$ cat src/pkg/flr_pkg.sv
// package for the fault log and converter result register bank
package flr_pkg;
  // ---------------------------------------------
  // register map, low three address bits only
  // ---------------------------------------------
  localparam int ADDR_W = 3;
  localparam logic [2:0] FAULT_LOG_ADDR = 3'h3;
  localparam logic [2:0] SHUNT_RESULT_ADDR = 3'h4;
  localparam logic [2:0] OUTPUT_RESULT_ADDR = 3'h5;
  localparam logic [2:0] SPARE_RESULT_ADDR = 3'h6;
  // ---------------------------------------------
  // fault log field positions
  // ---------------------------------------------
  localparam int FLT_OV_BIT = 0;
  localparam int FLT_UV_BIT = 1;
  localparam int FLT_OC_BIT = 2;
  localparam int FLT_PBAD_BIT = 3;
  localparam int FLT_CARD_BIT = 4;
  localparam int FLT_SHORT_BIT = 5;
  localparam logic [7:0] FAULT_LOG_MASK = 8'h3f;
  // ---------------------------------------------
  // reset values and thresholds
  // ---------------------------------------------
  localparam logic [7:0] FAULT_LOG_RESET = 8'h00;
  localparam logic [7:0] RESULT_RESET = 8'h00;
  // short suspected from code 7 up, the first code above 2 mV at 300 uV per lsb
  localparam logic [7:0] SHORT_THRESHOLD_CODE = 8'h07;
  // pin edges are ignored until the sync pipe has filled after reset
  localparam int PIN_SETTLE_CYCLES = 6;
  // scale figures, for reference by software models
  localparam int SHUNT_LSB_NV = 300000;
  localparam int OUTPUT_LSB_UV = 400000;
  localparam int SPARE_LSB_UV = 10000;
endpackage : flr_pkg

$ cat src/flr_sync.sv
// three-stage pin synchroniser with agreement filter
`timescale 1ns/10ps
module flr_sync
  import flr_pkg::*;
#(
  parameter int WIDTH = 1
)
(
  input wire logic mclk,
  input wire logic rst,
  input wire logic [WIDTH-1:0] pin,
  output logic [WIDTH-1:0] level
);
  logic [WIDTH-1:0] s1_reg;
  logic [WIDTH-1:0] s2_reg;
  logic [WIDTH-1:0] s3_reg;

  genvar i;
  generate
    for (i = 0; i < WIDTH; i++)
    begin : g_bit
      always_ff @(posedge mclk)
      begin
        if (rst)
        begin
          s1_reg[i] <= 1'b0;
          s2_reg[i] <= 1'b0;
          s3_reg[i] <= 1'b0;
          level[i] <= 1'b0;
        end
        else
        begin
          s1_reg[i] <= pin[i];
          s2_reg[i] <= s1_reg[i];
          s3_reg[i] <= s2_reg[i];
          // a change counts only once stages two and three agree
          if (s2_reg[i] == s3_reg[i])
            level[i] <= s3_reg[i];
        end
      end
    end
  endgenerate
endmodule : flr_sync

$ cat src/flr_regs.sv
// fault log and converter result register bank
//
// Function
// - set bit 5 when shunt code reaches 7 while the transistor is commanded off
// - set bit 4 on any change of the card presence pin
// - set bit 3 when feedback falls low while gate drive is high
// - set bit 2 when an overcurrent fault occurs; held until written zero
// - set bit 1 when the low-limit comparator input goes low
// - set bit 0 when the high-limit comparator input goes high
// - fault log at address 3, read and write, bits 7 and 6 reserved
// - shunt voltage result at address 4, 300 uV per lsb
// - output voltage result at address 5, 400 mV per lsb
// - spare input result at address 6, 10 mV per lsb
// - address 4 is also answered at every address whose low three bits are 4
// - result registers take host writes only while test mode is set
// - only the low three address bits are decoded
`timescale 1ns/10ps
module flr_regs
  import flr_pkg::*;
#(
  parameter int DATA_W = 8
)
(
  input wire logic mclk,
  input wire logic rst,
  input wire logic [7:0] reg_addr,
  input wire logic reg_wr,
  input wire logic [DATA_W-1:0] reg_wdata,
  output logic [DATA_W-1:0] reg_rdata,
  input wire logic test_mode_bit,
  input wire logic fet_on_cmd,
  input wire logic overcurrent_event,
  input wire logic gate_drive_high,
  input wire logic card_presence_pin,
  input wire logic power_good_feedback,
  input wire logic low_limit_comparator_input,
  input wire logic high_limit_comparator_input,
  input wire logic sample_valid,
  input wire logic [DATA_W-1:0] shunt_sample,
  input wire logic [DATA_W-1:0] output_sample,
  input wire logic [DATA_W-1:0] spare_sample,
  output logic [DATA_W-1:0] fault_log,
  output logic [DATA_W-1:0] shunt_voltage_result,
  output logic [DATA_W-1:0] output_voltage_result,
  output logic [DATA_W-1:0] spare_input_result
);
  // ---------------------------------------------
  // pin synchronisers
  // ---------------------------------------------
  logic [3:0] pins_sync;
  logic [3:0] pins_prev_reg;
  logic prev_valid_reg;
  logic [2:0] settle_cnt_reg;
  logic [2:0] settle_cnt_next;

  flr_sync #(.WIDTH(4)) u_sync (
    .mclk(mclk),
    .rst(rst),
    .pin({card_presence_pin, power_good_feedback, low_limit_comparator_input, high_limit_comparator_input}),
    .level(pins_sync)
  );

  wire card_now = pins_sync[3];
  wire fb_now = pins_sync[2];
  wire uv_now = pins_sync[1];
  wire ov_now = pins_sync[0];
  wire card_prev = pins_prev_reg[3];
  wire fb_prev = pins_prev_reg[2];
  wire uv_prev = pins_prev_reg[1];
  wire ov_prev = pins_prev_reg[0];

  wire card_edge = prev_valid_reg && (card_now != card_prev);
  wire fb_fall = prev_valid_reg && fb_prev && !fb_now;
  wire uv_fall = prev_valid_reg && uv_prev && !uv_now;
  wire ov_rise = prev_valid_reg && !ov_prev && ov_now;

  // the sync pipe resets to zero, so edges wait until it has filled;
  // otherwise a pin idling high would log a false change after reset
  wire settle_done = (settle_cnt_reg == 3'(PIN_SETTLE_CYCLES));
  assign settle_cnt_next = settle_done ? settle_cnt_reg : settle_cnt_reg + 3'h1;

  always_ff @(posedge mclk)
  begin
    if (rst)
    begin
      pins_prev_reg <= 4'h0;
      settle_cnt_reg <= 3'h0;
      prev_valid_reg <= 1'b0;
    end
    else
    begin
      pins_prev_reg <= pins_sync;
      settle_cnt_reg <= settle_cnt_next;
      prev_valid_reg <= settle_done;
    end
  end

  // ---------------------------------------------
  // decode
  // ---------------------------------------------
  wire [ADDR_W-1:0] addr_lo = reg_addr[ADDR_W-1:0];
  wire sel_fault = (addr_lo == FAULT_LOG_ADDR);
  wire sel_shunt = (addr_lo == SHUNT_RESULT_ADDR);
  wire sel_output = (addr_lo == OUTPUT_RESULT_ADDR);
  wire sel_spare = (addr_lo == SPARE_RESULT_ADDR);
  wire wr_fault = reg_wr && sel_fault;
  wire wr_result_ok = reg_wr && test_mode_bit;

  // ---------------------------------------------
  // fault events
  // ---------------------------------------------
  wire short_seen = !fet_on_cmd && (shunt_voltage_result >= SHORT_THRESHOLD_CODE);
  logic [5:0] event_vec;
  assign event_vec[FLT_SHORT_BIT] = short_seen;
  assign event_vec[FLT_CARD_BIT] = card_edge;
  assign event_vec[FLT_PBAD_BIT] = fb_fall && gate_drive_high;
  assign event_vec[FLT_OC_BIT] = overcurrent_event;
  assign event_vec[FLT_UV_BIT] = uv_fall;
  assign event_vec[FLT_OV_BIT] = ov_rise;

  // ---------------------------------------------
  // fault log, sticky per bit
  // ---------------------------------------------
  logic [DATA_W-1:0] fault_log_next;
  genvar b;
  generate
    for (b = 0; b < 6; b++)
    begin : g_fault
      // set beats the clear so an event in the clearing cycle survives
      assign fault_log_next[b] = event_vec[b] | (wr_fault ? reg_wdata[b] : fault_log[b]);
    end
    for (b = 6; b < DATA_W; b++)
    begin : g_rsvd
      assign fault_log_next[b] = 1'b0;
    end
  endgenerate

  always_ff @(posedge mclk)
  begin
    if (rst)
      fault_log <= FAULT_LOG_RESET;
    else
      fault_log <= fault_log_next;
  end

  // ---------------------------------------------
  // converter results
  // ---------------------------------------------
  // test mode halts sampling, so host writes never race a new sample
  wire load_sample = sample_valid && !test_mode_bit;
  logic [DATA_W-1:0] shunt_next;
  logic [DATA_W-1:0] output_next;
  logic [DATA_W-1:0] spare_next;
  assign shunt_next = (wr_result_ok && sel_shunt) ? reg_wdata :
                      load_sample ? shunt_sample : shunt_voltage_result;
  assign output_next = (wr_result_ok && sel_output) ? reg_wdata :
                       load_sample ? output_sample : output_voltage_result;
  assign spare_next = (wr_result_ok && sel_spare) ? reg_wdata :
                      load_sample ? spare_sample : spare_input_result;

  always_ff @(posedge mclk)
  begin
    if (rst)
    begin
      shunt_voltage_result <= RESULT_RESET;
      output_voltage_result <= RESULT_RESET;
      spare_input_result <= RESULT_RESET;
    end
    else
    begin
      shunt_voltage_result <= shunt_next;
      output_voltage_result <= output_next;
      spare_input_result <= spare_next;
    end
  end

  // ---------------------------------------------
  // read path, registered
  // ---------------------------------------------
  logic [DATA_W-1:0] rdata_next;
  assign rdata_next = sel_fault ? (fault_log & FAULT_LOG_MASK) :
                      sel_shunt ? shunt_voltage_result :
                      sel_output ? output_voltage_result :
                      sel_spare ? spare_input_result : 8'h00;

  always_ff @(posedge mclk)
  begin
    if (rst)
      reg_rdata <= 8'h00;
    else
      reg_rdata <= rdata_next;
  end
endmodule : flr_regs

$ cat config.mk
export PLATFORM = sky130hd
export DESIGN_NAME = flr_regs
export DESIGN_NICKNAME = d
export VERILOG_FILES = /design/src/pkg/flr_pkg.sv /design/src/flr_sync.sv /design/src/flr_regs.sv
export SDC_FILE = /design/constraint.sdc
export NUM_CORES = 1
export LEC_CHECK = 0
export BUFFER_PORTS_ARGS = -buffer_cell sky130_fd_sc_hd__buf_2
export CAP_MARGIN = 25
export CORE_UTILIZATION = 50
export CTS_CLUSTER_SIZE = 28
export DETAILED_ROUTE_END_ITERATION = 6
export PLACE_DENSITY_LB_ADDON = 0.12
export SETUP_SLACK_MARGIN = 0.5
export SLEW_MARGIN = 20
export SYNTH_ARGS = -nofsm -noshare
export SYNTH_HDL_FRONTEND = slang
export SYNTH_HIERARCHICAL = 1
export SYNTH_SLANG_ARGS = --single-unit
$ cat constraint.sdc
create_clock -name mclk -period 1.9 [get_ports mclk]
set_input_delay 0.475 -clock mclk [delete_from_list [all_inputs] [get_ports mclk]]
set_output_delay 0.475 -clock mclk [all_outputs]
set_load 0.03 [all_outputs]
### Word level (Yosys, flattened, before mapping)

Cells that the tools add are included.

* register bits: 64
* latch bits: 0
* RAM bits: 0
* memory bits (read-only): 0
* memories: 0

* add/subtract/negate cells: 1
* multipliers: 0
* div/mod/pow operators: 0
* magnitude comparators: 1
* eq/ne operators: 10
* shift-type cells: 0
* muxes and demuxes: 16
* bitwise operators: 6
* reductions and logical operators: 24

Operators with widths (number)
* $mux 8: 9
* $logic_and 1x1->1: 15
* $eq 3x3->1 const B: 4
* $ge 8x3->1 const B: 1
* $mux 1: 6
* $mux 6: 1
* $or 1x1->1: 6
* $reduce_bool 2->1: 3
* $logic_not 1->1: 5
* $eq 1x1->1: 4
* $add 3x1->3 const B: 1
* $eq 3x2->1 const B: 1
* $reduce_or 2->1: 1
* $ne 1x1->1: 1

### Logic depth before layout (Yosys ltp)

* word-level depth: 5
* mapped depth: 5
* depth with buffers taken out: 5

### By module

Netlist, hierarchy kept.

Modules (own cells, without submodules)
* flr_regs: instances 1, cells an instance 223, area an instance 2192.1 µm², sequential area each 920.9 µm²
* flr_sync: instances 1, cells an instance 41, area an instance 486.7 µm², sequential area each 320.3 µm²

### Worst setup path before layout

OpenSTA, ideal clock, no wires.

* path type: input-to-reg
* start: input reg_addr[0]
* end: register spare_input_result[5]
* library setup time: 134 ps
* arrival time: 1256 ps
* path slack: 510 ps
* stages: 5
* path buffers: 2
* cells stage by stage: buf_4 > nand4b_2 > buf_2 > nor3_1 > a211oi_1

* cells in the longest elaborated chain, start to end: 3
* elaborated cells on any way between the ends: 4
* those cells by class: 1 x eq/ne; 1 x mux; 2 x reduce/logical

RTL lines
* start: declaration: line flr_regs.sv:26 `input wire logic [7:0] reg_addr,`
* $eq 3x3->1 (*): line flr_regs.sv:105 `wire sel_spare = (addr_lo == SPARE_RESULT_ADDR);`
* $logic_and 1x1->1 (*): line flr_regs.sv:158 `assign spare_next = (wr_result_ok && sel_spare) ? reg_wdata :`
* $mux 8 or $reduce_bool 2->1 (tied branches)
* end signal: assignment: line flr_regs.sv:173 `spare_input_result <= spare_next;`
* end: declaration: line flr_regs.sv:45 `output logic [DATA_W-1:0] spare_input_result`

Every way passes the cells marked *; elsewhere a longest branch is shown, timed or not.
A chain may end at the register's enable or synchronous reset.

### Worst setup path in the final report

* start: register spare_input_result[2]
* end: output spare_input_result[2]

No word-level cell between the ends.

==> results.toml <==
[timing]
finalSetupViolations = 0
setup_tns_ns = 0
timing.final.crit_share = 0.719
hold_violations = 0
drv_slew = 0
finClkSkew_ns = 0.00483
rsz0062_at_grt = "yes"
post-route-worst-setup-slack_ns = 0.533
max_freq_ghz = 0.732
fin_crit_ns = 1.37
holdWs_ns = 0.339

[placed_design]
gp_congestion = 0.840
dpl_cell_area_mm2 = 0.00313
dp_slack_ns = 0.237
dp_hpwl_um = 4570
port_buffers = 84

[finish]
final_common_cell = "buf_2"
drive_gt1_frac = 0.403
final_cell_mix = "buf_2 (54), dfxtp_1 (49), buf_4 (36), mux2i_1 (32), nor3_1 (27)"
nFillCells = 451
final_area_mm2 = 0.00344
syn_to_final_growth_pct = 28.3
nets = 404
diodes = 0

[global_routing]
grt_first_pass_wirelength_um = 9820
gr-total-overflow = 0
grt_max_degree = 25
grt_pass1_vias = 2089
grt_use_total = 0.239
antenna_found_initial = 0

[setup_path]
critical_path_buf_inv_count = 1
critPathMaxFanout = 3
worstSetupPathType = "reg2out"
slowest_stage = "dfxtp_1"
startpoint = "spare_input_result[2]$_SDFFE_PP0P_"
r2r_start = "settle_cnt_reg[0]$_SDFFE_PP0N_"
crit_required_ns = 1.42
cp_top_family = "flip-flops"
worst_setup_path_end_kind = "output pin"
critPathMaxStageDelay_ns = 0.37
arrival_ns = 0.89
startpoint_type = "flip-flop"
cp_cell_sequence = "buf_4"

[cts]
clk_pin_slew_ns = 0.07
hold_buffers = 0
tritoncts = "done"
root_buffer = "clkbuf_8"
clkLatencyLatePin_ns = 0.34
htreeDepth = 3
post_cts_buffers = 0
clockBufferDepth = 2
cts.sinks = 62
numCtsBuffers = 9

[drt]
ant_nets = 0
drtIter0Drc = 64
wl_per_cell_um = 15.0
totalWireLength_um = 6380
via_per_inst = 5.37
drt_first_pass_iters = 4
vias = 2281
route.detailed.drc = 0

[yosys]
synthCells = 264
ys_warn_count = 6
synth_top_flop_cell = "dfxtp_1"
syn_area_mm2 = 0.00268
yosysTopAreaCell = "dfxtp_1"
post-synth-top-area-fraction = 0.463
synth_top_cells_by_area = "dfxtp_1 (46%), mux2i_1 (12%), a211oi_1 (7.0%), nor3_1 (5.0%), a21oi_1 (2.8%)"
syn_area_per_cell_um2 = 10.1
async_flop_share = 0
synth_seq_cells = 62
synth_edf_count = 0
synth.distinct_cells = 37
ys_seq_area_frac = 0.463

[floorplanning]
boundaryPins = 92
die_area_mm2 = 0.00565
die_w_um = 75.2
row_count = 26
fp.dieH_um = 75.2
core_mm2 = 0.00514
initial_core_util = 0.521

[pwr]
p_leak_nw = 1.58
vdd_ir_drop_max_mv = 0.749
power_density_mw_per_mm2 = 863

[flow_run]
cap_violations = 0

[run_status]
status = "completed"

[worst_hold_path]
hold_path_class = "in2reg"
min-delay-start = "low_limit_comparator_input"
## through the flow
| step | total power, W | std cells | utilization |
|---|---|---|---|
| floorplan | 0.00170 | 265 | - |
| finish | 0.00297 | 425 | 0.668 |
| detailed placement | 0.00184 | 409 | 0.610 |
| global placement | 0.00183 | 409 | 0.610 |
| global route | 0.00310 | 425 | 0.668 |
| CTS | 0.00298 | 425 | 0.656 |
## Yosys cell counts (2+ instances only)
| cell type | number |
|---|---|
| dfxtp_1 | 62 |
| mux2i_1 | 32 |
| nor3_1 | 27 |
| a211oi_1 | 25 |
| a21oi_1 | 15 |
| nor2b_1 | 11 |
| nand2_1 | 9 |
| clkbuf_1 | 7 |
| and2b_2 | 6 |
| nand3_1 | 6 |
| nor2_1 | 6 |
| a22oi_1 | 5 |
| buf_4 | 5 |
| mux2_2 | 5 |
| inv_1 | 4 |
| nand2b_1 | 4 |
| nor2b_2 | 4 |
| o21ai_0 | 4 |
| buf_2 | 3 |
| a2bb2oi_1 | 2 |
| buf_12 | 2 |
| buf_6 | 2 |
| ha_1 | 2 |
| nand3b_1 | 2 |
| nand4b_2 | 2 |
## routing by layer
layer,vias to the layer above,part of all wire,global-route usage
met2,67,0.51,0.412
met1,1065,0.41,0.264
met4,0,0.018,0.0967
li1,1137,-,-
met5,-,0,0
met3,12,0.062,0.0950
## power breakdown
group | internal (W) | switching, W
clock network | 0.000606 | 0.000524
registers | 0.00136 | 0.0000435
logic | 0.000186 | 0.000245
total | 0.00215 | 0.000813
## kinds of logic after synthesis
family | synth area share
buf+inv | 0.0612
flops | 0.463
other cells | 0.00140
xor+xnor | 0.00654
compound gates | 0.136
fa+ha+maj | 0.00934
simple gates | 0.181
mux | 0.141
## cell type report
cell class	count	area, µm²	area share
clock inverters	7	75.1	0.0218
inverters	5	18.8	0.00546
repair buffers	94	591	0.172
clock buffers	9	124	0.0361
flip-flops and latches	62	1260	0.367
multi-input cells	178	1280	0.373
well taps	70	87.6	0.0255
## worst paths after layout
| kind | cells past startpoint | to | slack, ns |
|---|---|---|---|
| setup / recovery | 1 | spare_input_result[2] | 0.53 |
| hold / removal | 2 | u_sync/s1_reg[1]$_SDFF_PP0_ | 0.34 |
| setup reg to reg | 5 | settle_cnt_reg[1]$_SDFFE_PP0N_ | 0.75 |
| hold reg to reg | 1 | u_sync/s2_reg[1]$_SDFF_PP0_ | 0.44 |
## timing repair
action                     CTS  global route
gates cloned                 0             0
gates resized for setup     17            45
setup endpoints to repair   14            32
Power figures use the tool's default switching activity.
